File: src/rtl/fwec_defines.svh
// Offsets, field positions, reset values and timing counts
`ifndef FWEC_DEFINES_SVH
`define FWEC_DEFINES_SVH
`define FWEC_OFF_CTRL 12'h000
`define FWEC_OFF_READ_SETUP 12'h004
`define FWEC_OFF_WRITE_CTRL 12'h008
`define FWEC_OFF_OP_CMD 12'h00C
`define FWEC_OFF_LOC_BUF 12'h010
`define FWEC_OFF_WORD_BUF 12'h018
`define FWEC_OFF_STATE 12'h01C
`define FWEC_OFF_IRQ_FLAGS 12'h02C
`define FWEC_OFF_IRQ_SET 12'h030
`define FWEC_OFF_IRQ_CLR 12'h034
`define FWEC_OFF_IRQ_EN 12'h038
`define FWEC_OFF_LOCK 12'h03C
`define FWEC_OFF_MISC_CMD 12'h040
`define FWEC_OFF_HITS 12'h044
`define FWEC_OFF_MISSES 12'h048
`define FWEC_OFF_TIMING 12'h050
`define FWEC_UNLOCK_KEY 16'h1B71
`define FWEC_CMD_LOAD 0
`define FWEC_CMD_ERASE 1
`define FWEC_CMD_END 2
`define FWEC_CMD_ONCE 3
`define FWEC_CMD_TRIG 4
`define FWEC_CMD_ABORT 5
`define FWEC_MC_START 1
`define FWEC_MC_STOP 2
`define FWEC_TIMEOUT_NS 30000
`define FWEC_CLK_NS 8
`define FWEC_TIMEOUT_CYC ((`FWEC_TIMEOUT_NS) / (`FWEC_CLK_NS))
`define FWEC_TIMING_RST 32'h0000_0010
`define FWEC_CNT_W 20
`endif

File: src/rtl/fwec_pkg.sv
// Types for the flash write and erase controller
package fwec_pkg;
  typedef enum logic [1:0] {FWEC_IDLE, FWEC_ERASE, FWEC_WRITE, FWEC_WAIT}
    fwec_state_t;
  typedef struct packed {
    logic counters_running_flag;
    logic erase_aborted_flag;
    logic word_timeout_flag;
    logic word_ready_flag;
    logic invalid_location_flag;
    logic locked;
    logic busy;
  } fwec_status_t;
  typedef struct packed {
    logic req;
    logic erase;
    logic [31:0] addr;
    logic [31:0] data;
  } fwec_flash_req_t;
endpackage : fwec_pkg

File: src/rtl/fwec_ctrl.sv
// Flash write and erase controller with AXI4-Lite registers
//
// Decided for this implementation: the AXI4-Lite slave port.
`timescale 1ns/1ps
`include "fwec_defines.svh"
module fwec_ctrl #(
  parameter int TIMEOUT_CYC = `FWEC_TIMEOUT_CYC,
  parameter int PAGE_BITS = 9,
  parameter logic [31:0] FLASH_SIZE = 32'h0000_8000
) (
  input wire logic aclk,
  input wire logic aresetn,
  input wire logic [11:0] s_awaddr,
  input wire logic s_awvalid,
  output logic s_awready,
  input wire logic [31:0] s_wdata,
  input wire logic [3:0] s_wstrb,
  input wire logic s_wvalid,
  output logic s_wready,
  output logic [1:0] s_bresp,
  output logic s_bvalid,
  input wire logic s_bready,
  input wire logic [11:0] s_araddr,
  input wire logic s_arvalid,
  output logic s_arready,
  output logic [31:0] s_rdata,
  output logic [1:0] s_rresp,
  output logic s_rvalid,
  input wire logic s_rready,
  output fwec_pkg::fwec_flash_req_t flash_req,
  input wire logic flash_done,
  input wire logic cache_hit,
  input wire logic cache_miss,
  input wire logic irq_pending,
  output logic irq
);
  fwec_pkg::fwec_state_t state;
  fwec_pkg::fwec_status_t st;
  logic [11:0] aw_addr;
  logic [31:0] w_data;
  logic [31:0] ctrl_reg;
  logic [31:0] read_setup_reg;
  logic [1:0] write_ctrl;
  logic [31:0] timing_reg;
  logic [31:0] loc_buf;
  logic [31:0] word_buf;
  logic [31:0] target;
  logic [3:0] flags;
  logic [3:0] irq_en;
  logic [`FWEC_CNT_W-1:0] hits;
  logic [`FWEC_CNT_W-1:0] misses;
  logic [31:0] tmo;
  logic [5:0] cmd;
  logic [31:0] next_target;
  logic [31:0] rd_val;
  logic aw_have, w_have, w_strb0, wr_go, wr_cmd, wr_mcmd, op_refused;
  logic multi, sync_a, pend, cfg_locked, unmapped, hit_ovf, miss_ovf;
  logic w_done, e_done, rd_ok;

  // Write channel capture
  always_ff @(posedge aclk) begin
    if (!aresetn) begin
      aw_have <= 1'b0;
      aw_addr <= 12'h000;
    end else if (wr_go) begin
      aw_have <= 1'b0;
    end else if (s_awvalid && s_awready) begin
      aw_have <= 1'b1;
      aw_addr <= s_awaddr;
    end
  end
  always_ff @(posedge aclk) begin
    if (!aresetn) begin
      w_have <= 1'b0;
      w_data <= 32'h0000_0000;
      w_strb0 <= 1'b0;
    end else if (wr_go) begin
      w_have <= 1'b0;
    end else if (s_wvalid && s_wready) begin
      w_have <= 1'b1;
      w_data <= s_wdata;
      w_strb0 <= s_wstrb[0];
    end
  end
  assign wr_go = aw_have && w_have && !s_bvalid;
  always_ff @(posedge aclk) begin
    if (!aresetn) begin
      s_awready <= 1'b0;
      s_wready <= 1'b0;
    end else begin
      s_awready <= !aw_have && !(s_awvalid && s_awready) && !s_bvalid;
      s_wready <= !w_have && !(s_wvalid && s_wready) && !s_bvalid;
    end
  end
  always_ff @(posedge aclk) begin
    if (!aresetn) begin
      s_bvalid <= 1'b0;
      s_bresp <= 2'h0;
    end else if (wr_go) begin
      s_bvalid <= 1'b1;
      s_bresp <= 2'h0;
    end else if (s_bready) begin
      s_bvalid <= 1'b0;
    end
  end

  assign wr_cmd = wr_go && aw_addr == `FWEC_OFF_OP_CMD && !cfg_locked
    && w_strb0;
  assign wr_mcmd = wr_go && aw_addr == `FWEC_OFF_MISC_CMD && w_strb0;
  assign op_refused = wr_go && aw_addr == `FWEC_OFF_OP_CMD && cfg_locked
    && w_strb0 && (w_data[`FWEC_CMD_ERASE] || w_data[`FWEC_CMD_ONCE]
    || w_data[`FWEC_CMD_TRIG]);
  assign cmd = wr_cmd ? w_data[5:0] : 6'h00;
  assign unmapped = loc_buf >= FLASH_SIZE;

  // Protected and plain config registers
  always_ff @(posedge aclk) begin
    if (!aresetn) begin
      ctrl_reg <= 32'h0000_0001;
      read_setup_reg <= 32'h0000_0001;
      timing_reg <= `FWEC_TIMING_RST;
      write_ctrl <= 2'h0;
      loc_buf <= 32'h0000_0000;
      irq_en <= 4'h0;
      cfg_locked <= 1'b0;
    end else if (wr_go) begin
      if (!cfg_locked) begin
        if (aw_addr == `FWEC_OFF_CTRL) ctrl_reg <= {31'h0, w_data[0]};
        if (aw_addr == `FWEC_OFF_READ_SETUP)
          read_setup_reg <= {26'h0, w_data[5:0]};
        if (aw_addr == `FWEC_OFF_TIMING)
          timing_reg <= {15'h0, w_data[16], 10'h0, w_data[5:0]};
      end
      if (aw_addr == `FWEC_OFF_WRITE_CTRL) write_ctrl <= w_data[1:0];
      if (aw_addr == `FWEC_OFF_LOC_BUF) loc_buf <= w_data;
      if (aw_addr == `FWEC_OFF_IRQ_EN) irq_en <= w_data[3:0];
      if (aw_addr == `FWEC_OFF_LOCK)
        cfg_locked <= w_data[15:0] != `FWEC_UNLOCK_KEY;
    end
  end

  // Word buffer and ready flag
  always_ff @(posedge aclk) begin
    if (!aresetn) begin
      word_buf <= 32'h0000_0000;
      st.word_ready_flag <= 1'b1;
    end else if (wr_go && aw_addr == `FWEC_OFF_WORD_BUF) begin
      word_buf <= w_data;
      st.word_ready_flag <= 1'b0;
    end else if (state == fwec_pkg::FWEC_WRITE && flash_done) begin
      st.word_ready_flag <= 1'b1;
    end
  end

  // Pointer increment with page wrap
  always_comb begin
    next_target = target;
    next_target[PAGE_BITS-1:2] = target[PAGE_BITS-1:2] + 1'b1;
  end

  // Sequencer
  always_ff @(posedge aclk) begin
    if (!aresetn) begin
      state <= fwec_pkg::FWEC_IDLE;
      target <= 32'h0000_0000;
      multi <= 1'b0;
      tmo <= 32'h0000_0000;
      st.busy <= 1'b0;
      st.invalid_location_flag <= 1'b0;
      st.erase_aborted_flag <= 1'b0;
      st.word_timeout_flag <= 1'b0;
      st.locked <= 1'b0;
      e_done <= 1'b0;
      w_done <= 1'b0;
      sync_a <= 1'b0;
      pend <= 1'b0;
    end else begin
      sync_a <= irq_pending;
      pend <= sync_a;
      e_done <= 1'b0;
      w_done <= 1'b0;
      if (cmd[`FWEC_CMD_LOAD]) begin
        target <= loc_buf;
        st.invalid_location_flag <= unmapped;
      end
      if (cmd[`FWEC_CMD_ERASE] || cmd[`FWEC_CMD_TRIG] ||
          cmd[`FWEC_CMD_ONCE]) begin
        st.word_timeout_flag <= 1'b0;
        st.locked <= !write_ctrl[0] || st.invalid_location_flag;
      end
      if (op_refused) st.locked <= 1'b1;
      case (state)
        fwec_pkg::FWEC_IDLE: begin
          if (write_ctrl[0] && !st.invalid_location_flag) begin
            if (cmd[`FWEC_CMD_ERASE]) begin
              state <= fwec_pkg::FWEC_ERASE;
              st.busy <= 1'b1;
              st.erase_aborted_flag <= 1'b0;
            end else if (cmd[`FWEC_CMD_ONCE] || cmd[`FWEC_CMD_TRIG]) begin
              state <= fwec_pkg::FWEC_WRITE;
              multi <= cmd[`FWEC_CMD_TRIG];
              st.busy <= 1'b1;
            end
          end
        end
        fwec_pkg::FWEC_ERASE: begin
          if (cmd[`FWEC_CMD_ABORT] || (write_ctrl[1] && pend)) begin
            state <= fwec_pkg::FWEC_IDLE;
            st.busy <= 1'b0;
            st.erase_aborted_flag <= pend && write_ctrl[1];
          end else if (flash_done) begin
            state <= fwec_pkg::FWEC_IDLE;
            st.busy <= 1'b0;
            e_done <= 1'b1;
          end
        end
        fwec_pkg::FWEC_WRITE: begin
          if (flash_done) begin
            w_done <= 1'b1;
            tmo <= 32'h0000_0000;
            if (multi && !cmd[`FWEC_CMD_END]) begin
              state <= fwec_pkg::FWEC_WAIT;
              target <= next_target;
            end else begin
              state <= fwec_pkg::FWEC_IDLE;
              st.busy <= 1'b0;
              multi <= 1'b0;
            end
          end
        end
        fwec_pkg::FWEC_WAIT: begin
          tmo <= tmo + 32'h0000_0001;
          if (cmd[`FWEC_CMD_END]) begin
            state <= fwec_pkg::FWEC_IDLE;
            st.busy <= 1'b0;
            multi <= 1'b0;
          end else if (!st.word_ready_flag) begin
            state <= fwec_pkg::FWEC_WRITE;
          end else if (tmo >= 32'(TIMEOUT_CYC - 1)) begin
            state <= fwec_pkg::FWEC_IDLE;
            st.busy <= 1'b0;
            multi <= 1'b0;
            st.word_timeout_flag <= 1'b1;
          end
        end
        default: state <= fwec_pkg::FWEC_IDLE;
      endcase
    end
  end

  // Flash request outputs
  always_ff @(posedge aclk) begin
    if (!aresetn) begin
      flash_req <= '0;
    end else begin
      flash_req.req <= state == fwec_pkg::FWEC_ERASE ||
        state == fwec_pkg::FWEC_WRITE;
      flash_req.erase <= state == fwec_pkg::FWEC_ERASE;
      flash_req.addr <= state == fwec_pkg::FWEC_ERASE ?
        {loc_buf[31:PAGE_BITS], PAGE_BITS'(0)} :
        {target[31:2], 2'b00};
      flash_req.data <= word_buf;
    end
  end

  // Performance counters
  assign hit_ovf = st.counters_running_flag && cache_hit && &hits;
  assign miss_ovf = st.counters_running_flag && cache_miss && &misses;
  always_ff @(posedge aclk) begin
    if (!aresetn) begin
      hits <= '0;
      misses <= '0;
      st.counters_running_flag <= 1'b0;
    end else if (wr_mcmd && w_data[`FWEC_MC_START]) begin
      hits <= '0;
      misses <= '0;
      st.counters_running_flag <= 1'b1;
    end else if (wr_mcmd && w_data[`FWEC_MC_STOP]) begin
      st.counters_running_flag <= 1'b0;
    end else if (st.counters_running_flag) begin
      if (cache_hit) hits <= hits + 1'b1;
      if (cache_miss) misses <= misses + 1'b1;
      if (hit_ovf || miss_ovf) st.counters_running_flag <= 1'b0;
    end
  end

  // Interrupt flags, set beats clear
  always_ff @(posedge aclk) begin
    if (!aresetn) begin
      flags <= 4'h0;
      irq <= 1'b0;
    end else begin
      flags <= (flags & ~((wr_go && aw_addr == `FWEC_OFF_IRQ_CLR) ?
        w_data[3:0] : 4'h0))
        | ((wr_go && aw_addr == `FWEC_OFF_IRQ_SET) ? w_data[3:0] : 4'h0)
        | {miss_ovf, hit_ovf, w_done, e_done};
      irq <= |(flags & irq_en);
    end
  end

  // Read channel
  always_comb begin
    rd_ok = 1'b1;
    rd_val = 32'h0000_0000;
    case (s_araddr)
      `FWEC_OFF_CTRL: rd_val = ctrl_reg;
      `FWEC_OFF_READ_SETUP: rd_val = read_setup_reg;
      `FWEC_OFF_WRITE_CTRL: rd_val = {30'h0, write_ctrl};
      `FWEC_OFF_LOC_BUF: rd_val = loc_buf;
      `FWEC_OFF_WORD_BUF: rd_val = word_buf;
      `FWEC_OFF_STATE: rd_val = {25'h0, st};
      `FWEC_OFF_IRQ_FLAGS: rd_val = {28'h0, flags};
      `FWEC_OFF_OP_CMD, `FWEC_OFF_IRQ_SET, `FWEC_OFF_IRQ_CLR,
      `FWEC_OFF_MISC_CMD: rd_val = 32'h0000_0000;
      `FWEC_OFF_IRQ_EN: rd_val = {28'h0, irq_en};
      `FWEC_OFF_LOCK: rd_val = {31'h0, cfg_locked};
      `FWEC_OFF_HITS: rd_val = {12'h0, hits};
      `FWEC_OFF_MISSES: rd_val = {12'h0, misses};
      `FWEC_OFF_TIMING: rd_val = timing_reg;
      default: rd_ok = 1'b0;
    endcase
  end
  always_ff @(posedge aclk) begin
    if (!aresetn) begin
      s_arready <= 1'b0;
      s_rvalid <= 1'b0;
      s_rdata <= 32'h0000_0000;
      s_rresp <= 2'h0;
    end else if (s_rvalid) begin
      s_arready <= 1'b0;
      if (s_rready) s_rvalid <= 1'b0;
    end else if (s_arvalid && s_arready) begin
      s_arready <= 1'b0;
      s_rvalid <= 1'b1;
      s_rdata <= rd_val;
      s_rresp <= rd_ok ? 2'h0 : 2'h2;
    end else begin
      s_arready <= 1'b1;
    end
  end

  a_word_ready_clr: assert property (@(posedge aclk) disable iff (!aresetn)
    wr_go && aw_addr == `FWEC_OFF_WORD_BUF |=> !st.word_ready_flag)
    else $error("word ready not cleared");
  a_lock_blocks: assert property (@(posedge aclk) disable iff (!aresetn)
    cfg_locked && wr_go && aw_addr == `FWEC_OFF_CTRL |=> $stable(ctrl_reg))
    else $error("locked write changed control");
  a_irq_gate: assert property (@(posedge aclk) disable iff (!aresetn)
    ##1 irq == |($past(flags) & $past(irq_en)))
    else $error("irq mismatch");
  a_start_zero: assert property (@(posedge aclk) disable iff (!aresetn)
    wr_mcmd && w_data[`FWEC_MC_START] |=> hits == '0 && misses == '0
    && st.counters_running_flag)
    else $error("start not from zero");
  a_stop_halts: assert property (@(posedge aclk) disable iff (!aresetn)
    wr_mcmd && w_data[`FWEC_MC_STOP] && !w_data[`FWEC_MC_START]
    |=> !st.counters_running_flag)
    else $error("stop ignored");
  a_busy_state: assert property (@(posedge aclk) disable iff (!aresetn)
    st.busy == (state != fwec_pkg::FWEC_IDLE))
    else $error("busy mismatch");
  a_no_enable: assert property (@(posedge aclk) disable iff (!aresetn)
    state == fwec_pkg::FWEC_IDLE && !write_ctrl[0]
    |=> state == fwec_pkg::FWEC_IDLE)
    else $error("op without enable");
  a_load_ptr: assert property (@(posedge aclk) disable iff (!aresetn)
    cmd[`FWEC_CMD_LOAD] |=> target == $past(loc_buf))
    else $error("pointer not loaded");
  a_set_flag: assert property (@(posedge aclk) disable iff (!aresetn)
    wr_go && aw_addr == `FWEC_OFF_IRQ_SET |=> (flags & $past(w_data[3:0]))
    == $past(w_data[3:0]))
    else $error("flag set lost");
endmodule : fwec_ctrl

File: config.mk
export PLATFORM = sky130hd
export DESIGN_NAME = fwec_ctrl
export DESIGN_NICKNAME = d
export VERILOG_FILES = /design/src/rtl/fwec_pkg.sv /design/src/rtl/fwec_ctrl.sv
export VERILOG_INCLUDE_DIRS = /design/src /design/src/rtl
export SDC_FILE = /design/constraint.sdc
export NUM_CORES = 1
export LEC_CHECK = 0
export BUFFER_PORTS_ARGS = -buffer_cell sky130_fd_sc_hd__buf_2
export CORE_ASPECT_RATIO = 1.2
export CORE_MARGIN = 8
export CORE_UTILIZATION = 41
export CTS_BUF_LIST = sky130_fd_sc_hd__clkbuf_4 sky130_fd_sc_hd__clkbuf_8
export DETAILED_ROUTE_END_ITERATION = 12
export GPL_ROUTABILITY_DRIVEN = 1
export PLACE_DENSITY = 0.67
export SLEW_MARGIN = 20
export SYNTH_ARGS = -nofsm -noshare
export SYNTH_HDL_FRONTEND = slang
export SYNTH_SLANG_ARGS = --single-unit
export TNS_END_PERCENT = 30
File: constraint.sdc
create_clock -name aclk -period 2.35 [get_ports aclk]
set_input_delay 0.3525 -clock aclk [delete_from_list [all_inputs] [get_ports aclk]]
set_output_delay 0.3525 -clock aclk [all_outputs]
set_load 0.05 [all_outputs]
==> results.json, run 1 <==
{
  "initial_core_util_pct": 41.1,
  "irDropWorstVdd_v": 0.000527,
  "port_buffers": 170,
  "fin_cells": 2491,
  "async_flop_share_pct": 0,
  "top_register": "flash_req",
  "die-width_um": 188,
  "ys_ff_latch": 355,
  "wl_um": 45300,
  "synthesis.area_mm2": 0.0146,
  "vias": 13462,
  "grt_max_degree": 108,
  "fin_skew_ns": 0.0208,
  "cp-end-kind": "register",
  "clock_sink_count": 355,
  "fin_crit_sh_pct": 99.7,
  "wl_per_cell_um": 18.2,
  "clk_latency_ns": 0.61,
  "cp.required_ns": 2.88,
  "overflow": 0,
  "firstDrtPassIters": 8,
  "p_int_mw": 9.45,
  "ant_nets": 0,
  "die_y_um": 223,
  "clockPowerShare_pct": 45.5,
  "drive_gt1_share_pct": 19.0,
  "largest_reg_flops": 64,
  "finalPower_mw": 12.4,
  "crit_type": "register to register",
  "tritoncts": "done",
  "first_iter_violations": 1024,
  "relSlewSlack_pct": 50.8,
  "drv_slew": 0,
  "fin_util_pct": 50.8,
  "p_leak_nw": 6.99,
  "place_area_mm2": 0.0164,
  "antenna_found_initial": 0,
  "synth_top_flop_cell": "dfxtp_1",
  "path_max_fanout": 6,
  "start_kind": "register",
  "num_io_pins": 179,
  "yosysUniqueCellTypes": 72,
  "synth.avg_cell_area_um2": 8.45,
  "finalSetupViolCount": 0,
  "global_route.usage.total_pct": 20.8,
  "die-area_mm2": 0.0420,
  "fin_crit_ns": 2.34,
  "ys_warn_count": 0,
  "synth_common_cells": "nand2_1 (371), dfxtp_1 (355), a21oi_1 (172)",
  "p_seq_share_pct": 49.5,
  "synth_edf_count": 0,
  "power.density_mw_per_mm2": 684,
  "status": "finished, final reports clean",
  "synth_top_cell_area_share_pct": 48.6,
  "drc": 0,
  "post-cts-setup-buffer-count": 0,
  "critPathArrivalTime_ns": 2.87,
  "switching_share_pct": 23.6,
  "place_hpwl_um": 31500,
  "synthToLayoutAreaGrowth_pct": 23.5,
  "dp.cells": 2347,
  "synth_largest_area_cell": "dfxtp_1",
  "ys_seq_area_share_pct": 48.6,
  "globalplace.congestion": 0.882,
  "finish.instance_area_mm2": 0.0181,
  "hold_viol_final": 0,
  "worst_pin_slew_ns": 0.738,
  "max_freq_mhz": 427,
  "root_buffer": "clkbuf_8",
  "p_switching_mw": 2.92,
  "grt_first_pass_wirelength_um": 71600,
  "antenna_cells": 0,
  "cap_violations": 0,
  "viasPerCell": 5.40,
  "synthTopCellsByArea": "dfxtp_1 (49%), nand2_1 (9.5%), a21oi_1 (5.9%), nor2_1 (3.8%), mux2i_1 (3.2%)",
  "grt_pass1_vias": 13392,
  "netlist_instances": 1731,
  "synth_most_common_cell": "nand2_1",
  "cts_max_level": 2,
  "clk_pin_slew_ns": 0.06,
  "nets": 2060,
  "core_mm2": 0.0356,
  "hp-class": "input pin to register",
  "cts-buffers-inserted": 56,
  "p_comb_share_pct": 5.0,
  "rows": 76,
  "rsz0062_at_grt": "yes",
  "whs_ns": 0.0375,
  "clock_path_buffers": 3
}
==> path summary, 6_finish.rpt <==
kind                                 end  cells past startpoint                startpoint  slack (ns)
setup reg to reg   state[0]$_SDFFE_PN0P_                      6  aw_addr[11]$_SDFFE_PN0P_       0.008
setup / recovery   state[0]$_SDFFE_PN0P_                      6  aw_addr[11]$_SDFFE_PN0P_       0.008
hold / removal    w_data[0]$_SDFFE_PN0P_                      3                s_wdata[0]        0.04
hold reg to reg          pend$_SDFF_PN0_                      1         sync_a$_SDFF_PN0_        0.44
==> per-layer routing <==
metal / GRT usage (%) / routed length (µm) / vias up
met5: 0 / 0 / -
met4: 8.91 / 1700 / 0
met3: 3.92 / 2960 / 101
met2: 35.0 / 21500 / 479
met1: 25.7 / 19200 / 6394
li1: - / - / 6488
==> stage by stage <==
stage	TNS (ns)	setup WS [ns]
floorplan	0	0.0849
global placement	0	0.0401
detailed placement	0	0.0392
CTS	0	0.0532
global route	-0.132	-0.0470
finish	0	0.00750
==> critical path, cell delays in order, from the launching register on <==
cell     delay [ns]
dfxtp_1        0.33
or4_4          0.56
nor4_4         0.44
a31oi_1        0.18
a211o_1        0.34
a211o_1        0.28
a21oi_1        0.14
==> cell type report <==
type	count	area (µm²)
Clock buffer	85	1080
Multi-Input combinational cell	1249	7040
Tap cell	468	586
Sequential cell	355	7110
Timing Repair Buffer	295	2030
Fill cell	3393	17500
Inverter	22	87.6
Clock inverter	17	145
==> kinds of logic after synthesis <==
logic type | Yosys count | share of synthesized area (%)
AOI/OAI and AO/OA | 331 | 14.4
xor gates and xnor gates | 63 | 3.77
adders and majority gates | 10 | 0.855
buffers and inverters | 131 | 3.75
DFF | 355 | 48.6
muxes | 51 | 3.52
other | 1 | 0.0256
and+or+nand+nor | 789 | 25.1
==> power by group through the flow <==
stage,Sequential [mW],Clock [mW],Combinational (mW)
final,6.12,5.63,0.617
after global routing,6.12,6.05,0.666
after CTS,6.12,5.75,0.605
after floorplan,6.27,0,0.297
after detailed placement,6.25,0,0.550
after global placement,6.25,0,0.547
==> cell usage in the layout, fill, tap and decap left out, types with 12 or more instances in the layout <==
cell type	instances
a22o_1	36
inv_1	21
and3_1	16
clkbuf_4	14
buf_4	72
and2_1	50
buf_2	170
a21oi_1	172
dfxtp_1	355
xor2_1	33
clkbuf_8	71
nand2_1	371
nor4_1	23
o21ai_0	26
dlygate4sd3_1	42
nor3_1	21
a222oi_1	12
nand4_1	31
xnor2_1	30
nand3_1	49
a22oi_1	24
nor2_1	147
mux2i_1	47
==> timing repair <==
item	CTS	global route
hold endpoints to repair	42	0
hold buffers	42	0
endpoints found under the setup margin	0	19
resized for setup	0	5
No activity file was read; power rests on OpenSTA's default activity.
==> run 2: changes to the inputs <==
--- a/config.mk
+++ b/config.mk
@@ -7,13 +7,13 @@
 export NUM_CORES = 1
 export LEC_CHECK = 0
 export BUFFER_PORTS_ARGS = -buffer_cell sky130_fd_sc_hd__buf_2
+export CAP_MARGIN = 20
 export CORE_ASPECT_RATIO = 1.2
 export CORE_MARGIN = 8
 export CORE_UTILIZATION = 41
 export CTS_BUF_LIST = sky130_fd_sc_hd__clkbuf_4 sky130_fd_sc_hd__clkbuf_8
 export DETAILED_ROUTE_END_ITERATION = 12
 export GPL_ROUTABILITY_DRIVEN = 1
-export PLACE_DENSITY = 0.67
 export SLEW_MARGIN = 20
 export SYNTH_ARGS = -nofsm -noshare
 export SYNTH_HDL_FRONTEND = slang
==> results.json, run 2 (synthesis results as in run 1) <==
{
  "final_common_cell": "nand2_1",
  "fin_skew_ns": 0.0286,
  "hold_viol_final": 0,
  "fin_crit_sh_pct": 96.3,
  "power.density_mw_per_mm2": 671,
  "top_register": "flash_req",
  "p_switching_mw": 2.91,
  "num_io_pins": 179,
  "crit_type": "register to register",
  "p_comb_share_pct": 5.2,
  "first_iter_violations": 1056,
  "drc": 0,
  "crit_path_max_incr_delay_ns": 0.56,
  "die_y_um": 223,
  "final_cell_mix": "nand2_1 (371), dfxtp_1 (355), a21oi_1 (172)",
  "p_seq_share_pct": 50.1,
  "switching_share_pct": 23.9,
  "port_buffers": 170,
  "grt_max_degree": 93,
  "initial_core_util_pct": 41.1,
  "post-cts-setup-buffer-count": 0,
  "synthToLayoutAreaGrowth_pct": 24.3,
  "max_freq_mhz": 442,
  "p_leak_nw": 7.01,
  "overflow": 0,
  "clk_pin_slew_ns": 0.07,
  "critPathArrivalTime_ns": 2.80,
  "path_max_fanout": 10,
  "start_kind": "register",
  "place_area_mm2": 0.0165,
  "rows": 76,
  "rsz0062_at_grt": "yes",
  "root_buffer": "clkbuf_8",
  "irDropWorstVdd_v": 0.000465,
  "die-width_um": 188,
  "tritoncts": "done",
  "clock_path_buffers": 3,
  "antenna_cells": 0,
  "place_hpwl_um": 32500,
  "globalplace.congestion": 0.961,
  "finalPower_mw": 12.2,
  "vias": 13323,
  "worst_pin_slew_ns": 0.739,
  "firstDrtPassIters": 9,
  "grt_first_pass_wirelength_um": 73000,
  "grt_pass1_vias": 13453,
  "drv_slew": 0,
  "fin_cells": 2495,
  "largest_reg_flops": 64,
  "viasPerCell": 5.34,
  "cts-buffers-inserted": 55,
  "nets": 2067,
  "relSlewSlack_pct": 50.3,
  "setup_tns_ns": 0,
  "cts_max_level": 2,
  "p_int_mw": 9.30,
  "finalSetupViolCount": 0,
  "fin_util_pct": 51.2,
  "antenna_found_initial": 0,
  "drive_gt1_share_pct": 19.0,
  "ant_nets": 0,
  "cp-end-kind": "register",
  "wl_um": 46000,
  "die-area_mm2": 0.0420,
  "core_mm2": 0.0356,
  "dp.cells": 2348,
  "clock_sink_count": 355,
  "status": "finished, final reports clean",
  "clockPowerShare_pct": 44.7,
  "fin_crit_ns": 2.26,
  "global_route.usage.total_pct": 21.3,
  "hp-class": "input pin to register",
  "finish.instance_area_mm2": 0.0182,
  "crit_chain": "or4_4, nor4_4, buf_12, nand2_1, o31a_1, nor4_2, mux2i_1",
  "wl_per_cell_um": 18.4,
  "cpMaxStageDelayCell": "or4_4",
  "cap_violations": 0,
  "clk_latency_ns": 0.62,
  "cp.required_ns": 2.89
}
[run 2: layout make-up]
class,instances,area (µm²)
fill,3416,17400
sequential,355,7110
multi-input combinational,1249,7060
timing repair buffer,303,2180
clock buffer,83,1050
tap,468,586
clock inverter,15,119
inverter,22,87.6
[run 2: power by group through the flow]
stage | registers, mW | logic [mW] | clock network [mW]
global placement | 6.25 | 0.561 | 0
CTS | 6.12 | 0.629 | 5.59
detailed placement | 6.25 | 0.566 | 0
floorplan | 6.27 | 0.297 | 0
global route | 6.12 | 0.686 | 5.87
finish | 6.12 | 0.633 | 5.46
[run 2: final timing paths]
kind / from / endpoint / slack (ns) / depth (start not counted)
worst min-delay path: s_arvalid / s_arready$_SDFF_PP0_ / 0.06 / 3
worst max register to register: aw_addr[11]$_SDFFE_PN0P_ / multi$_SDFFE_PN0P_ / 0.09 / 7
worst max-delay path: aw_addr[11]$_SDFFE_PN0P_ / multi$_SDFFE_PN0P_ / 0.09 / 7
worst min register to register: target[27]$_SDFFE_PN0P_ / target[27]$_SDFFE_PN0P_ / 0.45 / 2
[run 2: metal layers]
metal  GRT usage, %  wire length, µm
met1           26.1            19400
met2           36.6            22300
met3           3.73             2750
met4           8.56             1540
met5              0                0
[run 2: worst max-delay path: cells and delay by family (launching register included)]
kind                   cells  cell delay [ns]
multiplexers               1             0.24
flip-flops                 1             0.32
AO/OA/AOI/OAI              1             0.32
AND/OR/NAND/NOR            4             1.15
buffers and inverters      1             0.16
[run 2: what timing repair did]
item / 4_1_cts / 5_1_grt
endpoints found under the hold margin: 49 / 0
hold buffers: 49 / 0
endpoints found under the setup margin: 0 / 20
resized for setup: 0 / 10
[run 2: metrics by stage]
stage,hold WS [ns],setup WS (ns)
2_1_floorplan,0.412,0.0849
3_3_place_gp,0.434,0.0160
3_5_place_dp,0.439,-0.0204
4_1_cts,0.00924,0.0515
5_1_grt,0.0552,-0.0321
6_report,0.0577,0.0872
